--- src/tx_app_pkg.sv ---
// shared constants and types for the transmit application interface
package tx_app_pkg;

   localparam int DATA_W    = 64;
   localparam int DESC_W    = 128;
   localparam int BUF_DEPTH = 3;
   localparam int CRED_W    = 66;
   localparam int CNT_W     = 2;
   localparam int LEFT_W    = 10;
   localparam int CTRL_W    = 7;

   // register offsets on the plain register port
   localparam logic [3:0] REG_CTRL   = 4'h0;
   localparam logic [3:0] REG_STATUS = 4'h4;
   localparam logic [3:0] REG_CREDIT = 4'h8;
   localparam logic [CTRL_W-1:0] CTRL_RESET = 7'h00;

   // credit vector field positions
   localparam int CRED_PH_LSB   = 0;
   localparam int CRED_PD_LSB   = 8;
   localparam int CRED_NPH_LSB  = 20;
   localparam int CRED_NPD_LSB  = 28;
   localparam int CRED_CPLH_LSB = 40;
   localparam int CRED_CPLD_LSB = 48;
   localparam int CRED_PH_INF   = 60;
   localparam int CRED_PD_INF   = 61;
   localparam int CRED_NPH_INF  = 62;
   localparam int CRED_NPD_INF  = 63;
   localparam int CRED_CPLH_INF = 64;
   localparam int CRED_CPLD_INF = 65;
   localparam logic [11:0] CRED_DATA_MAX = 12'h100;

   // descriptor header fields (byte 0 of the header in bits 127:120)
   localparam int DESC_4DW_BIT  = 125;
   localparam int DESC_DATA_BIT = 126;
   localparam int DESC_LEN_LSB  = 96;
   localparam int DESC_LEN_W    = 10;

   // narrow link: last divider count, one data word every four clocks once the buffer fills
   localparam logic [1:0] NARROW_CLOCKS_LAST = 2'h3;
   // data phases taken before the four-dword header stall
   localparam logic [1:0] HDR4_FREE_WORDS = 2'h2;

   typedef struct packed {
      logic [7:0]  ph;
      logic [11:0] pd;
      logic [7:0]  nph;
      logic [11:0] npd;
      logic [7:0]  cplh;
      logic [11:0] cpld;
   } credit_avail_t;

   typedef struct packed {
      logic              data_follows;
      logic              transmit_data_valid;
      logic [DATA_W-1:0] word;
   } data_in_t;

   typedef struct packed {
      logic link_packet;
      logic config_completion;
      logic other_channel;
   } arb_t;

   typedef struct packed {
      logic [3:0]  addr;
      logic [31:0] wdata;
      logic        wr;
      logic        rd;
   } reg_req_t;

   typedef struct packed {
      logic inf_cpld;
      logic inf_cplh;
      logic inf_npd;
      logic inf_nph;
      logic inf_pd;
      logic inf_ph;
      logic narrow_lanes;
   } ctrl_t;

   typedef enum logic [1:0] {
      ST_IDLE,
      ST_DATA,
      ST_FLUSH
   } send_state_t;

endpackage
--- src/tx_app_if.sv ---
// transmit application interface: descriptor and data handshakes, word buffer, credit vector
//
// Implementation choices: the register offsets and the strobed register port.
`timescale 1ns/1ns
module tx_app_if #(
   parameter int BUF_DEPTH = tx_app_pkg::BUF_DEPTH
) (
   input  wire logic                             clock,
   input  wire logic                             reset_n,
   input  wire logic                             desc_request,
   input  wire logic [tx_app_pkg::DESC_W-1:0]    desc_word,
   output logic                                  desc_ack,
   input  wire tx_app_pkg::data_in_t             data_in,
   output logic                                  transmit_wait_state,
   output logic [tx_app_pkg::CRED_W-1:0]         credit_vector,
   input  wire tx_app_pkg::credit_avail_t        credit_avail,
   input  wire tx_app_pkg::arb_t                 arb_elsewhere,
   input  wire logic                             link_ready,
   output logic [tx_app_pkg::DESC_W-1:0]         link_desc,
   output logic                                  link_desc_valid,
   output logic [tx_app_pkg::DATA_W-1:0]         link_word,
   output logic                                  link_word_valid,
   input  wire tx_app_pkg::reg_req_t             reg_req,
   output logic [31:0]                           reg_rdata
);

   typedef struct packed {
      logic [BUF_DEPTH-1:0][tx_app_pkg::DATA_W-1:0] mem;
      logic [tx_app_pkg::CNT_W-1:0]                 count;
      tx_app_pkg::send_state_t                      state;
      logic [tx_app_pkg::LEFT_W-1:0]                words_left;
      logic                                         hdr4;
      logic                                         hdr_stall;
      logic [1:0]                                   taken;
      logic [1:0]                                   div;
      tx_app_pkg::ctrl_t                            ctrl;
      logic                                         ack;
      logic                                         ws;
      logic [tx_app_pkg::CRED_W-1:0]                cred;
      logic [tx_app_pkg::DESC_W-1:0]                ldesc;
      logic                                         ldesc_valid;
      logic [tx_app_pkg::DATA_W-1:0]                lword;
      logic                                         lword_valid;
      logic [31:0]                                  rdata;
   } regs_t;

   regs_t q;
   regs_t n;

   // header credit types report only whether one packet fits
   function automatic logic [7:0] one_packet(input logic [7:0] amount);
      one_packet = (amount != 8'h00) ? 8'h01 : 8'h00;
   endfunction

   function automatic logic [11:0] one_packet_wide(input logic [11:0] amount);
      one_packet_wide = (amount != 12'h000) ? 12'h001 : 12'h000;
   endfunction

   // posted and completion data credit counts saturate at a full 4 KB payload
   function automatic logic [11:0] clamp_data(input logic [11:0] amount);
      clamp_data = (amount > tx_app_pkg::CRED_DATA_MAX) ? tx_app_pkg::CRED_DATA_MAX : amount;
   endfunction

   // 64-bit words of payload; a length field of zero means 1024 dwords
   function automatic logic [tx_app_pkg::LEFT_W-1:0] payload_words(input logic [tx_app_pkg::DESC_W-1:0] d);
      logic [10:0] dw;
      dw = {1'b0, d[tx_app_pkg::DESC_LEN_LSB +: tx_app_pkg::DESC_LEN_W]};
      if (dw == 11'h000) begin
         dw = 11'h400;
      end
      payload_words = tx_app_pkg::LEFT_W'((dw + 11'h001) >> 1);
   endfunction

   logic                         take;
   logic                         drain;
   logic                         arb_lost;
   logic                         open_next;
   logic [tx_app_pkg::CNT_W-1:0] kept;

   always_comb begin
      n             = q;
      n.ack         = 1'b0;
      n.ldesc_valid = 1'b0;
      n.lword_valid = 1'b0;
      n.hdr_stall   = 1'b0;
      n.rdata       = 32'h0000_0000;

      // register port
      if (reg_req.wr && reg_req.addr == tx_app_pkg::REG_CTRL) begin
         n.ctrl = tx_app_pkg::ctrl_t'(reg_req.wdata[tx_app_pkg::CTRL_W-1:0]);
      end
      if (reg_req.rd) begin
         unique case (reg_req.addr)
            tx_app_pkg::REG_CTRL: begin
               n.rdata = {25'h0000000, q.ctrl};
            end
            tx_app_pkg::REG_STATUS: begin
               n.rdata = {16'h0000, q.words_left, q.ws, q.hdr4, q.state, q.count};
            end
            tx_app_pkg::REG_CREDIT: begin
               n.rdata = q.cred[31:0];
            end
            default: begin
               n.rdata = 32'h0000_0000;
            end
         endcase
      end

      // divider paces the link side when fewer lanes are trained
      n.div = (q.div == tx_app_pkg::NARROW_CLOCKS_LAST) ? 2'h0 : q.div + 2'h1;

      // no abort path: a taken packet always runs to its last word
      // words count only after the acknowledge opened the data phase
      // a held word is taken only when the wait state is low
      take = data_in.transmit_data_valid && data_in.data_follows && !q.ws
             && q.state == tx_app_pkg::ST_DATA && q.words_left != '0;

      // narrow link drains once per four clocks, so a full buffer throttles
      drain = (q.count != '0) && link_ready
              && (!q.ctrl.narrow_lanes || q.div == tx_app_pkg::NARROW_CLOCKS_LAST);

      if (drain) begin
         n.lword       = q.mem[0];
         n.lword_valid = 1'b1;
      end

      // three-entry word buffer, oldest word at index 0
      for (int i = 0; i < BUF_DEPTH - 1; i++) begin
         if (drain) begin
            n.mem[i] = q.mem[i+1];
         end
      end
      kept = q.count - tx_app_pkg::CNT_W'(drain);
      if (take) begin
         n.mem[kept] = data_in.word;
      end
      n.count = kept + tx_app_pkg::CNT_W'(take);

      if (take) begin
         n.words_left = q.words_left - tx_app_pkg::LEFT_W'(1);
         if (q.taken != 2'h3) begin
            n.taken = q.taken + 2'h1;
         end
      end

      // the first two phases pass free, then one stall for the long header
      // so back-to-back packets start at full rate
      if (take && q.hdr4 && n.taken == tx_app_pkg::HDR4_FREE_WORDS) begin
         n.hdr_stall = 1'b1;
         n.hdr4      = 1'b0;
      end

      unique case (q.state)
         tx_app_pkg::ST_IDLE: begin
            // a new descriptor waits until the previous packet has left
            // the descriptor side never looks at the data side's wait state
            if (desc_request && !q.ack) begin
               n.ack         = 1'b1;
               n.ldesc       = desc_word;
               n.ldesc_valid = 1'b1;
               n.taken       = 2'h0;
               if (desc_word[tx_app_pkg::DESC_DATA_BIT]) begin
                  // data phase opens in the acknowledge cycle itself
                  n.state      = tx_app_pkg::ST_DATA;
                  n.words_left = payload_words(desc_word);
                  n.hdr4       = desc_word[tx_app_pkg::DESC_4DW_BIT];
               end
            end
         end
         tx_app_pkg::ST_DATA: begin
            if (n.words_left == '0) begin
               n.state = tx_app_pkg::ST_FLUSH;
            end
         end
         tx_app_pkg::ST_FLUSH: begin
            // packet counts as sent only once its last word has gone to the link
            if (n.count == '0) begin
               n.state = tx_app_pkg::ST_IDLE;
            end
         end
         default: begin
            n.state = tx_app_pkg::ST_IDLE;
         end
      endcase

      // arbitration lost to another source stalls this channel
      arb_lost  = arb_elsewhere.link_packet || arb_elsewhere.config_completion
                  || arb_elsewhere.other_channel;
      open_next = (n.state == tx_app_pkg::ST_DATA) && (n.words_left != '0);
      // wait state when no phase is open, the buffer is full, the header stall fires or arbitration is lost
      n.ws = !open_next || (n.count >= tx_app_pkg::CNT_W'(BUF_DEPTH)) || n.hdr_stall || arb_lost;

      // credit vector, 66 bits: one-packet flags for headers and non-posted data, clamped posted/completion data, six infinite bits
      n.cred = '0;
      n.cred[tx_app_pkg::CRED_PH_LSB +: 8]    = one_packet(credit_avail.ph);
      n.cred[tx_app_pkg::CRED_PD_LSB +: 12]   = clamp_data(credit_avail.pd);
      n.cred[tx_app_pkg::CRED_NPH_LSB +: 8]   = one_packet(credit_avail.nph);
      n.cred[tx_app_pkg::CRED_NPD_LSB +: 12]  = one_packet_wide(credit_avail.npd);
      n.cred[tx_app_pkg::CRED_CPLH_LSB +: 8]  = one_packet(credit_avail.cplh);
      n.cred[tx_app_pkg::CRED_CPLD_LSB +: 12] = clamp_data(credit_avail.cpld);
      n.cred[tx_app_pkg::CRED_PH_INF]   = q.ctrl.inf_ph;
      n.cred[tx_app_pkg::CRED_PD_INF]   = q.ctrl.inf_pd;
      n.cred[tx_app_pkg::CRED_NPH_INF]  = q.ctrl.inf_nph;
      n.cred[tx_app_pkg::CRED_NPD_INF]  = q.ctrl.inf_npd;
      n.cred[tx_app_pkg::CRED_CPLH_INF] = q.ctrl.inf_cplh;
      n.cred[tx_app_pkg::CRED_CPLD_INF] = q.ctrl.inf_cpld;
   end

   always_ff @(posedge clock or negedge reset_n) begin
      if (!reset_n) begin
         q       <= '0;
         q.state <= tx_app_pkg::ST_IDLE;
         q.ctrl  <= tx_app_pkg::ctrl_t'(tx_app_pkg::CTRL_RESET);
         // wait state up until a packet opens
         q.ws    <= 1'b1;
      end else begin
         q <= n;
      end
   end

   assign desc_ack            = q.ack;
   assign transmit_wait_state = q.ws;
   assign credit_vector       = q.cred;
   assign link_desc           = q.ldesc;
   assign link_desc_valid     = q.ldesc_valid;
   assign link_word           = q.lword;
   assign link_word_valid     = q.lword_valid;
   assign reg_rdata           = q.rdata;

endmodule

--- config.mk ---
export PLATFORM = sky130hd
export DESIGN_NAME = tx_app_if
export DESIGN_NICKNAME = d
export VERILOG_FILES = /design/src/tx_app_pkg.sv /design/src/tx_app_if.sv
export SDC_FILE = /design/constraint.sdc
export NUM_CORES = 1
export LEC_CHECK = 0
export BUFFER_PORTS_ARGS = -buffer_cell sky130_fd_sc_hd__buf_4
export CAP_MARGIN = 10
export CORE_AREA = 4 4 228 230
export CTS_CLUSTER_SIZE = 40
export DETAILED_ROUTE_END_ITERATION = 12
export DIE_AREA = 0 0 232 234
export GPL_TIMING_DRIVEN = 0
export PLACE_DENSITY = 0.69
export SYNTH_ARGS = -nofsm -noshare
export SYNTH_HDL_FRONTEND = slang
export SYNTH_SLANG_ARGS = --single-unit
--- constraint.sdc ---
create_clock -name clock -period 3.37 [get_ports clock]
set_clock_uncertainty 0.1 [all_clocks]
set_input_delay 0.337 -clock clock [delete_from_list [all_inputs] [get_ports clock]]
set_output_delay 0.337 -clock clock [all_outputs]
set_load 0.01 [all_outputs]
# Word-level counts from Yosys, hierarchy flattened
# Cells that the tools add are included.
[totals] ff_bits=512 input_bits=299 output_inout_bits=294 elab_cells=114
[classes] add_sub_neg=6 magnitude_cmp=5 n_eq_ne=8 muxes=36 n_reduce_logical=35
[op_table] op="$bwmux W192" n=1
[op_table] op="$mux W64" n=3
[op_table] op="$demux W64 S2" n=1
[op_table] op="$mux W128" n=1
[op_table] op="$pmux W32 S3" n=1
[op_table] op="$mux W11" n=5
[op_table] op="$mux W32" n=1
[op_table] op="$mux W13" n=2
[op_table] op="$gt A12 B9 Y1 const B" n=2
[op_table] op="$mux W12" n=2
[op_table] op="$reduce_bool A8 Y1" n=3
[op_table] op="$logic_not A10 Y1" n=2
[op_table] op="$reduce_bool A10 Y1" n=2
[op_table] op="$mux W2" n=8
[op_table] op="$logic_and A1 B1 Y1" n=12
[op_table] op="$reduce_bool A12 Y1" n=1
[op_table] op="$add A11 B1 Y11 const B" n=1
[op_table] op="$mux W10" n=1
[op_table] op="$sub A10 B1 Y10 const B" n=1
[op_table] op="$mux W1" n=9
[op_table] op="$eq A2 B2 Y1 const B" n=3
[op_table] op="$logic_or A1 B1 Y1" n=6
[op_table] op="$pmux W2 S3" n=1
[op_table] op="$add A2 B1 Y2 const B" n=2
[op_table] op="other kinds (14)" n=19

# Logic depth before layout (Yosys ltp)
# Gate-level depths: netlist (run 1).
[logic_depth] depth_word=17 ltp_mapped=13 depth_no_buf=11

# Least setup slack after synthesis (run 1)
# Ideal clock, no wire load.
[synth_timing] kind="register to register" start="reg q[301] in the netlist's numbering" end="reg q[491] in the netlist's numbering" t_arrival_ps=3066 required_ps=3145 setup_slack_ps=79 stages_incl_launch_ff=11 period_less_slack_ps=3291 cell_sequence="dfrtp_1 ha_1 o221ai_1 inv_1 clkbuf_1 clkbuf_1 ha_1 inv_1 nor4_2 clkbuf_1 mux2_2"
[synth_via] elab_chain_len=9
[synth_rtl] item="start, declared" line="tx_app_if.sv:47" source="regs_t q;"
[synth_rtl] item="start signal, assigned" line="tx_app_if.sv:217" source="q <= n;"
[synth_rtl] item="$eq A2 B2 Y1 (*)" line="tx_app_if.sv:120" source="&& (!q.ctrl.narrow_lanes || q.div == tx_app_pkg::NARROW_CLOCKS_LAST);"
[synth_rtl] item="$logic_or A1 B1 Y1 (*)" line="tx_app_if.sv:120"
[synth_rtl] item="$logic_and A1 B1 Y1 (*)" line="tx_app_if.sv:120"
[synth_rtl] item="net drain" line="tx_app_if.sv:75" source="logic drain;"
[synth_rtl] item="$sub A2 B1 Y2 (*)" line="tx_app_if.sv:133" source="kept = q.count - tx_app_pkg::CNT_W'(drain);"
[synth_rtl] item="$lt A2 B3 Y1 (implied by the code) or $ge A2 B1 Y1 (tied branches)" line="tx_app_if.sv:135" source="n.mem[kept] = data_in.word;"
[synth_rtl] item="$logic_and A1 B1 Y1 (implied by the code)" line="tx_app_if.sv:135"
[synth_rtl] item="$mux W64 (implied by the code)" line="tx_app_if.sv:135"
[synth_rtl] item="$demux W64 S2 (*)" line="tx_app_if.sv:135"
[synth_rtl] item="$bwmux W192 (*)" line="tx_app_if.sv:135"
# The timed path passes the listed nets; every way through them passes the cells marked *.
# A chain may end at the register's enable or synchronous reset.

# Worst setup path in the final report (run 1)
[layout_timing] start="reg q[301] in the netlist's numbering" end="reg q[507] in the netlist's numbering"
# Same word-level chain as after synthesis.

==> run summary, run 1 <==
Iteration-0 DRC Markers -> 1047
I/O Pins -> 593
Root Driver -> clkbuf_16
first-pass GRT wire length -> 102 mm
Worst Setup EP -> q[507]
Ys Warns -> 0
die area -> 54300 µm²
post-DP HPWL -> 45.6 mm
Syn-to-layout area delta -> 44.2%
critical path class -> register to register
Die W -> 232 µm
site row count -> 82
count of final hold-check violations -> 0
ys flop type -> dfrtp_1
CTS buffer count -> 51
Vias/cell -> 4.84
Die Ht -> 234 µm
reg-to-reg endpoint -> q[507]
vias in the first global route -> 18154
Core Box Area -> 49900 µm²
register area share after synthesis -> 55.7%
crit path launch -> q[301]
H-Tree Depth -> 2
Initial Util -> 42.3%
Post-synth EDFFs -> 0
DRT antenna net count -> 0
Final Cell Area -> 30400 µm²
dpl ws -> -1450 ps
total congestion overflow -> 0
synth unique cells -> 57
Setup crit end kind -> register
DR vias -> 17032
PwrDens -> 766 nW/µm²
Reg-to-Reg Start -> q[301]
Slew HR -> 21.1%
worst slew pin tran -> 1170 ps
CTS Sinks -> 469
DRC viols -> 0
P_leak -> 0.0153 µW
fin crit share -> 94.2%
status -> completed
r2r worst-path depth -> 10
first drt pass iteration count -> 7
initial antenna violation count -> 6
CP Data Arrival Time -> 3530 ps
Final GP Congestion -> 0.887
Hold WC Path Type -> input pin to register
VDD IR max -> 0.596 mV
final WL -> 65.6 mm
CTS max path bufs -> 3
FF-to-FF setup slack -> 200 ps
Total GRT Usage -> 23.7%
crit path launch type -> register
fin. max-slew vios -> 0
Final setup viols -> 0
Yosys reg bits -> 469
Worst Path Max Fanout -> 12
WL/cell -> 18.6 µm
largest net degree at the start of global routing -> 123
PnR worst setup slack -> 197 ps
TritonCTS clock tree -> done
WP data required -> 3730 ps
Net count, final -> 3102
setup_tns -> 0 ps
share of cells above drive strength 1 -> 39.7%
placed inst area -> 26200 µm²
Mapped Cells -> 1929
final core utilization -> 60.9%
Worst-Skew Late Latency -> 580 ps
Clock Pin Slew Worst Setup and Hold Paths -> 60 ps
Async SR Flop Fraction -> 100%
average size of a mapped cell -> 10.9 µm²
maximum clock frequency -> 315 MHz
synthesized area -> 21100 µm²
port bufs -> 525
Period minus WS final -> 3170 ps
max_cap viols -> 0
[critical path, cell delays in order (launching register included)]
cell and delay (ps):
dfrtp_1 390, ha_1 240, o221ai_4 260, clkinvlp_4 180, buf_2 230, ha_1 320, inv_1 80, nor4_4 310
buf_4 280, clkbuf_4 300, mux2_1 350
[layer usage]
metal  vias to the layer above  routed length, µm  part of all wire (%)  track usage [%]
met3                       139               4210                   6.4             5.71
met2                       595              33500                    51             41.7
met4                         2               3020                   4.6             10.2
met1                      8430              24800                    38             27.7
li1                       7866                  -                     -                -
met5                         -                 11                 0.017                0
[per-stage QoR]
step                      total power [µW]  hold slack, ps  cells
after global routing                 24500            24.6   3514
after floorplan                      13600           -58.6   1976
after detailed placement             17200             303   3179
final                                23300            43.7   3517
after CTS                            23200            30.0   3509
after global placement               16900             288   3173
[registers in the layout (all words and copies together) (netlist names)]
register             cells
link_desc_valid          1
credit_vector           34
link_word_valid          1
transmit_wait_state      1
q                      212
n                        6
link_word               64
link_desc              128
reg_rdata               22
[timing repair]
| item | 4_1_cts | 5_1_grt |
|---|---|---|
| cloned | 0 | 0 |
| hold buffers | 235 | 0 |
| buffers inserted | 4 | 1 |
| pin swaps | 2 | 0 |
| endpoints found under the hold margin | 475 | 0 |
| gates resized for setup | 17 | 26 |
| endpoints found under the setup margin | 194 | 204 |
[synthesized netlist by cell type (all sizes together) (3+ instances only)]
cell	n	share of area, %
clkbuf	81	1.4
o211ai	4	0.14
a22oi	16	0.57
nor3	7	0.17
ha	6	0.36
nand2	406	7.2
nor4	23	0.78
mux2	199	11
and2	17	0.50
xor2	7	0.29
o21ai	76	1.8
a31oi	66	2.0
nor4b	4	0.17
nand4	4	0.12
and3	11	0.35
inv	13	0.23
nand3	6	0.14
nor2	97	1.7
xnor2	7	0.33
buf	304	11
mux2i	66	3.1
or3	3	0.089
a21oi	6	0.14
dfrtp	468	56
or4	5	0.21
[cell usage in the layout (no fill, tap or decap), drive strengths merged, types with 3 or more instances in the layout]
cell / Yosys / layout
clkinv: 0 / 13
o211ai: 4 / 4
and3: 11 / 11
nand4: 4 / 4
bufinv: 0 / 4
ha: 6 / 6
conb: 1 / 48
a22oi: 16 / 16
inv: 13 / 13
and2: 17 / 17
nor4b: 4 / 4
o21ai: 76 / 76
nor2: 97 / 97
diode: 0 / 7
a21oi: 6 / 6
nand3: 6 / 6
or3: 3 / 3
a31oi: 66 / 66
or4: 5 / 5
dfrtp: 468 / 468
mux2i: 66 / 66
nand2: 406 / 406
mux2: 199 / 199
xnor2: 7 / 7
xor2: 7 / 7
buf: 304 / 840
nor4: 23 / 23
dlygate4sd3: 0 / 235
clkbuf: 81 / 152
nor3: 7 / 7
[worst min-delay path by stage]
stage	from	end	depth (start not counted)	slack, ps
after floorplan	reset_n	credit_vector[0]	0	-60
after global placement	n[286]	credit_vector[60]	0	290
after detailed placement	n[287]	credit_vector[61]	0	300
after CTS	desc_word[126]	link_desc[126]	3	30
after global routing	credit_avail[50]	credit_vector[15]	3	20
final	credit_avail[50]	credit_vector[15]	3	40
[area by class of cell]
cell class	instances	area [µm²]
tap	672	841
antenna	7	17.5
multi-input combinational	1109	6950
fill	3963	19500
timing repair buffer	772	6470
clock inverter	19	216
buffer	381	2590
sequential	469	11700
clock buffer	75	1510
inverter	13	52.6
[power by group]
group,switching (µW),internal [µW],leakage (µW)
Clock,2300,3400,0.000855
Combinational,3740,4790,0.00840
Sequential,1290,7730,0.00609
[cells by family (layout without fill, tap and decap cells)]
| logic type | count (synthesis) | after routing | synth area share [%] |
|---|---|---|---|
| mux | 265 | 265 | 13.8 |
| xor+xnor | 14 | 14 | 0.618 |
| flops | 469 | 469 | 55.7 |
| simple gates | 593 | 593 | 11.9 |
| fa+ha+maj | 6 | 6 | 0.356 |
| other cells | 1 | 55 | 0.0178 |
| buf+inv | 398 | 1260 | 12.4 |
| compound gates | 183 | 183 | 5.27 |
No activity file was read; power rests on OpenSTA's default activity.
==> run 2: changes to the inputs <==
--- a/config.mk
+++ b/config.mk
@@ -5,14 +5,16 @@
 export SDC_FILE = /design/constraint.sdc
 export NUM_CORES = 1
 export LEC_CHECK = 0
+export ABC_CLOCK_PERIOD_IN_PS = 3200
 export BUFFER_PORTS_ARGS = -buffer_cell sky130_fd_sc_hd__buf_4
 export CAP_MARGIN = 10
-export CORE_AREA = 4 4 228 230
+export CORE_AREA = 4 4 230 232
 export CTS_CLUSTER_SIZE = 40
 export DETAILED_ROUTE_END_ITERATION = 12
-export DIE_AREA = 0 0 232 234
+export DIE_AREA = 0 0 234 236
 export GPL_TIMING_DRIVEN = 0
-export PLACE_DENSITY = 0.69
+export PLACE_DENSITY = 0.66
 export SYNTH_ARGS = -nofsm -noshare
 export SYNTH_HDL_FRONTEND = slang
 export SYNTH_SLANG_ARGS = --single-unit
+export TNS_END_PERCENT = 20
==> constraint.sdc (replaced) <==
create_clock -name clock -period 3.2 [get_ports clock]
set_clock_uncertainty 0.1 [all_clocks]
set_input_delay 0.32 -clock clock [delete_from_list [all_inputs] [get_ports clock]]
set_output_delay 0.32 -clock clock [all_outputs]
set_load 0.01 [all_outputs]
==> run 2 against run 1 <==
Compared with the run above: the run now ends with negative setup slack left; wire length shrank 1.5%; global-route usage shrank 0.65 points; critical path type unchanged; sequential cell count did not move; core utilization decreased by 1.4 points; final cell count up 0.31%; worst hold slack worse by 21 ps; combinational power up 4.2%; via count down 1.3%; worst setup slack worse by 230 ps.
==> run summary, run 2 (same netlist as run 1, synthesis figures left out) <==
status -> finished, violations left
failing checks -> negative setup slack
Hold Slack -> 22.9 ps (-20.8 ps)
PnR worst setup slack -> -36.3 ps (-233 ps)
PwrDens -> 793 nW/µm² (+3.6%)
Initial Util -> 41.3% (-0.93 points)
I/O Pins -> 593 (unchanged)
CP Data Arrival Time -> 3640 ps (+110 ps)
met1 usage -> 27.2% (-0.54 points)
Largest Register -> q
port bufs -> 525 (unchanged)
Post-Layout Cell Count -> 3528 (+0.31%)
Net count, final -> 3108 (+0.19%)
reg-to-reg endpoint -> transmit_wait_state
CTS max path bufs -> 3 (unchanged)
Hold WC Path Type -> input pin to register
Worst Path Max Fanout -> 10 (-2)
post-DP HPWL -> 44.9 mm (-1.7%)
Most Crowded Layer GR -> met2
Clock Pin Slew Worst Setup and Hold Paths -> 60 ps (about the same)
Worst Hold Path EP -> credit_vector[15]
commonest non-fill, non-tap cell in the layout -> buf_4
die area -> 55200 µm² (+1.7%)
fin crit share -> 101% (+7.0 points)
M2 GR Usage -> 39.7% (-2.0 points)
VDD IR max -> 0.730 mV (+23%)
Total GRT Usage -> 23.0% (-0.65 points)
Syn-to-layout area delta -> 44.0%
H-Tree Depth -> 2 (unchanged)
Iteration-0 DRC Markers -> 933 (-11%)
Placed Cells -> 3186 (+0.22%)
met3 Track Usage GR -> 5.71% (about the same)
RSZ-0062 raised after global routing -> true
vias in the first global route -> 18173 (+0.10%)
commonest cells after routing, fill and taps aside -> 828 x buf_4, 468 x dfrtp_1, 406 x nand2_1
first-pass GRT wire length -> 101 mm (-1.0%)
site row count -> 83 (+1.2%)
Root Driver -> clkbuf_16
total congestion overflow -> 0 (unchanged)
Period minus WS final -> 3240 ps (+62.8 ps)
TritonCTS clock tree -> done
P_leak -> 0.0154 µW (+0.17%)
first drt pass iteration count -> 5 (-2)
largest net degree at the start of global routing -> 114 (-7.3%)
FF-to-FF setup slack -> -40 ps (-230 ps)
max FFs per register -> 212 (unchanged)
fill cell count -> 4151 (+4.7%)
Hold Startpoint -> credit_avail[51]
final WL -> 64.6 mm (-1.5%)
Worst-Skew Late Latency -> 580 ps (about the same)
share of cells above drive strength 1 -> 40.0% (+0.30 points)
count of final hold-check violations -> 0 (unchanged)
fin. max-slew vios -> 0 (unchanged)
initial antenna violation count -> 9 (+3)
critical path class -> register to register
Slew HR -> 29.4% (+8.3 points)
Setup crit end kind -> register
DR vias -> 16810 (-1.3%)
maximum clock frequency -> 309 MHz (-1.9%)
DRC viols -> 0 (unchanged)
Die Ht -> 236 µm (+0.85%)
DRT antenna net count -> 0 (unchanged)
dpl ws -> -1550 ps (-100 ps)
Core Box Area -> 51000 µm² (+2.3%)
max_cap viols -> 0 (unchanged)
Die W -> 234 µm (+0.86%)
Vias/cell -> 4.76 (-1.6%)
CTS buffer count -> 50 (-2.0%)
CTS Sinks -> 469 (unchanged)
Final GP Congestion -> 0.882 (-0.54%)
WL/cell -> 18.3 µm (-1.8%)
Reg-to-Reg Start -> q[307]
crit path launch type -> register
Final setup viols -> 1 (+1)
worst slew pin tran -> 1040 ps (-123 ps)
r2r worst-path depth -> 11 (+1)
hold path depth -> 3 (unchanged)
WP data required -> 3610 ps (-120 ps)
==> run 2: changes by cell type in the layout (fill, tap and decap cells not counted), sizes merged, moves of 2 or more <==
cell / delta
inv: +2
clkinvlp: -2
buf: +7
clkinv: +2
clkbuf: -7
diode: +2
==> run 2: final cells by class <==
cell class	count	area [µm²]	share of cell area, %
clock inverter	20	198	0.652
inverter	13	48.8	0.161
multi-input combinational	1109	6940	22.9
tap	680	851	2.80
antenna	9	22.5	0.0742
timing repair buffer	775	6490	21.4
sequential	469	11700	38.7
clock buffer	68	1410	4.64
buffer	385	2640	8.71
==> run 2: worst max path at each step <==
| stage | slack (ps) | to | cells after the start | startpoint |
|---|---|---|---|---|
| 5_1_grt | -190 | transmit_wait_state | 11 | q[307] |
| 6_report | -40 | transmit_wait_state | 11 | q[307] |
| 2_1_floorplan | 50 | q[428] | 13 | q[301] |
| 3_5_place_dp | -1550 | q[446] | 13 | q[301] |
| 4_1_cts | -20 | transmit_wait_state | 10 | q[307] |
| 3_3_place_gp | -3130 | link_desc[106] | 1 | reset_n |
==> run 2: worst max-delay path, cell delays in order, from the launching register on <==
cell	delay, ps
dfrtp_1	360
clkbuf_2	210
inv_1	100
ha_2	220
or3b_2	510
nor4_4	280
buf_4	220
o21ai_0	110
a22oi_1	270
o211ai_1	140
or4_1	490
o21ai_1	150
==> run 2: stage by stage <==
step / TNS, ps / cell area (µm²) / total power [µW] / util [%]
after floorplan: 0 / 21300 / 14300 / -
final: -36.3 / 30300 / 24100 / 59.5
after detailed placement: -252210 / 26200 / 18000 / 51.3
after global placement: -1668560 / 26000 / 17700 / 51.1
after global routing: -265 / 30300 / 25400 / 59.5
after CTS: -17.2 / 30300 / 24100 / 59.4
==> run 2: power breakdown <==
part	internal, µW	switching, µW	leakage, µW	total, µW
clock	3320	2400	0.000805	5720
combinational	5060	3840	0.00848	8890
sequential	8140	1310	0.00609	9450
==> run 2: timing repair <==
action                                  in CTS  in global routing
pin swaps                                    3                  2
gates resized for setup                     38                 29
hold buffers                               236                  0
endpoints found under the hold margin      446                  0
buffers inserted                             5                  1
endpoints found under the setup margin     300                171
==> run 2: layer usage <==
layer  routed length, µm  share of wire (%)  vias to the layer above
met5                  13              0.020                        -
met3                4020                6.2                      160
met4                3100                4.8                        2
li1                    -                  -                     7865
met2               32400                 50                      555
met1               25000                 39                     8228
==> run 3: changes to the inputs <==
--- a/config.mk
+++ b/config.mk
@@ -6,14 +6,13 @@
 export NUM_CORES = 1
 export LEC_CHECK = 0
 export ABC_CLOCK_PERIOD_IN_PS = 3200
-export BUFFER_PORTS_ARGS = -buffer_cell sky130_fd_sc_hd__buf_4
 export CAP_MARGIN = 10
 export CORE_AREA = 4 4 230 232
 export CTS_CLUSTER_SIZE = 40
 export DETAILED_ROUTE_END_ITERATION = 12
 export DIE_AREA = 0 0 234 236
+export DONT_BUFFER_PORTS = 1
 export GPL_TIMING_DRIVEN = 0
-export PLACE_DENSITY = 0.66
 export SYNTH_ARGS = -nofsm -noshare
 export SYNTH_HDL_FRONTEND = slang
 export SYNTH_SLANG_ARGS = --single-unit
==> run 3 against run 2 <==
Compared with the run above: fmax up 5.0%; cell area down 12%; the flow finishes with violations (negative hold slack); combinational power down 25%; critical path depth down 2; largest power group unchanged; register-to-register slack better by 150 ps; clock power up 6.3%; final cell count down 15%; non-clock buffer count down 518; largest cell class unchanged; sequential power up 0.5%; core utilization down 7.4 points; first-iteration DRC count down 25%.
==> run summary, run 3 (same netlist as run 1, synthesis figures left out) <==
failing checks -> negative hold slack
WP data required -> 3620 ps (about the same)
FF+latch area -> 11700 µm² (about the same)
final core utilization -> 52.1% (-7.4 points)
H-Tree Depth -> 2 (unchanged)
Multi-input gate area -> 6980 µm² (+0.50%)
Final setup viols -> 0 (-1)
Total GRT Usage -> 20.7% (-2.3 points)
critical path class -> register to register
P_leak -> 0.0128 µW (-16%)
Initial Util -> 41.3% (unchanged)
Hold Slack -> -672 ps (-695 ps)
fin. max-slew vios -> 0 (unchanged)
Placed Cells -> 2657 (-17%)
Net count, final -> 2590 (-17%)
port bufs -> 0 (-100%)
Worst Path Max Fanout -> 10 (unchanged)
crit path launch type -> register
CTS max path bufs -> 3 (unchanged)
Iteration-0 DRC Markers -> 703 (-25%)
DRC viols -> 0 (unchanged)
FF-to-FF setup slack -> 120 ps (+150 ps)
Core Box Area -> 51000 µm² (unchanged)
commonest cells after routing, fill and taps aside -> 466 x dfrtp_1, 406 x nand2_1, 295 x buf_4
fill cell count -> 4383 (+5.6%)
worst slew pin tran -> 1390 ps (+348 ps)
dpl ws -> -1610 ps (-59.6 ps)
Worst-Skew Late Latency -> 600 ps (+20 ps)
max FFs per register -> 212 (unchanged)
status -> finished, violations left
CP Data Arrival Time -> 3500 ps (-140 ps)
I/O Pins -> 593 (unchanged)
PnR worst setup slack -> 119 ps (+155 ps)
Reg-to-Reg Start -> q[307]
r2r worst-path depth -> 9 (-2)
CTS buffer count -> 50 (unchanged)
Die W -> 234 µm (unchanged)
RSZ-0062 raised after global routing -> true
site row count -> 83 (unchanged)
VDD IR max -> 0.577 mV (-21%)
largest net degree at the start of global routing -> 470 (+310%)
Vias/cell -> 4.93 (+3.4%)
share of cells above drive strength 1 -> 25.9% (-14 points)
fin crit share -> 96.3% (-4.8 points)
post-DP HPWL -> 39.7 mm (-12%)
WL/cell -> 19.4 µm (+6.2%)
slowest cell on the critical path -> or4_1
count of final hold-check violations -> 469 (+469)
die area -> 55200 µm² (unchanged)
Total Power -> 22300 µW (-7.5%)
Hold WC Path Type -> input pin to asynchronous set/reset pin
initial antenna violation count -> 4 (-5)
final WL -> 58.5 mm (-9.4%)
reg-to-reg endpoint -> transmit_wait_state
Setup crit end kind -> register
CP Cell Sequence -> inv_1, ha_2, or3b_2, or4_4, and3_4, xnor2_2, o211ai_1, or4_1, o21ai_1
setup_tns -> 0 ps (+36.3 ps)
Slew HR -> 7.13% (-22 points)
Root Driver -> clkbuf_16
TritonCTS clock tree -> done
first drt pass iteration count -> 5 (unchanged)
Post-Layout Cell Count -> 3010 (-15%)
max_cap viols -> 0 (unchanged)
vias in the first global route -> 15850 (-13%)
Die Ht -> 236 µm (unchanged)
first-pass GRT wire length -> 91.3 mm (-9.4%)
PwrDens -> 838 nW/µm² (+5.7%)
maximum clock frequency -> 325 MHz (+5.0%)
DRT antenna net count -> 0 (unchanged)
Final GP Congestion -> 0.866 (-1.8%)
total congestion overflow -> 0 (unchanged)
Largest Register -> q
Max stage delay on crit path -> 530 ps (+20 ps)
Period minus WS final -> 3080 ps (-155 ps)
crit path launch -> q[307]
CTS Sinks -> 469 (unchanged)
commonest non-fill, non-tap cell in the layout -> dfrtp_1
DR vias -> 14826 (-12%)
Syn-to-layout area delta -> 26.0%
Clock Pin Slew Worst Setup and Hold Paths -> 60 ps (about the same)
-- run 3: repair_timing --
action | in CTS | in global routing
cloned | 0 | 0
setup buffers | 4 | 1
hold buffers | 253 | 2
endpoints found under the hold margin | 848 | 471
setup endpoints to repair | 299 | 122
pin swaps | 2 | 2
gates resized for setup | 23 | 25
-- run 3: how the worst max path moves through the flow --
stage,to,depth (start not counted)
after floorplan,q[428],13
after global placement,q[433],13
after detailed placement,q[433],13
after CTS,transmit_wait_state,10
after global routing,link_word[10],7
final,transmit_wait_state,9
-- run 3: final cells by class --
cell class                 instances  share of cell area, %
clock inverter                    17                  0.971
antenna                            4                 0.0377
sequential                       469                   44.2
tap                              680                   3.20
multi-input combinational       1109                   26.3
buffer                           381                   9.72
timing repair buffer             261                   9.78
clock buffer                      76                   5.61
inverter                          13                  0.193
-- run 3: through the flow --
| step | instance area (µm²) | hold slack (ps) |
|---|---|---|
| detailed placement | 22100 | -56.9 |
| floorplan | 21300 | -75.6 |
| CTS | 26500 | -712 |
| global placement | 22100 | -57.5 |
| finish | 26600 | -672 |
| global route | 26500 | -707 |
-- run 3: worst max-delay path, delay by kind of cell, from the launching register on --
kind | cells | cell delay, ps
AND/OR/NAND/NOR | 4 | 1710
flip-flops | 1 | 490
AO/OA/AOI/OAI | 2 | 250
adder cells (fa/ha/maj) | 1 | 230
XOR/XNOR | 1 | 140
buffers and inverters | 1 | 90
-- run 3: report_power, final --
part,internal [µW],switching (µW),leakage (µW)
Sequential,8140,1360,0.00609
Combinational,3480,3190,0.00590
Clock,3630,2450,0.000860
Total,15300,7000,0.0128
-- run 3: routing by layer --
metal,share of wire [%],track usage [%],vias up,routed length (µm)
li1,-,-,6836,-
met1,41,25.8,7388,23800
met2,50,35.8,485,29500
met3,6.0,4.82,111,3510
met4,2.8,6.12,6,1620
met5,0.055,0,-,32
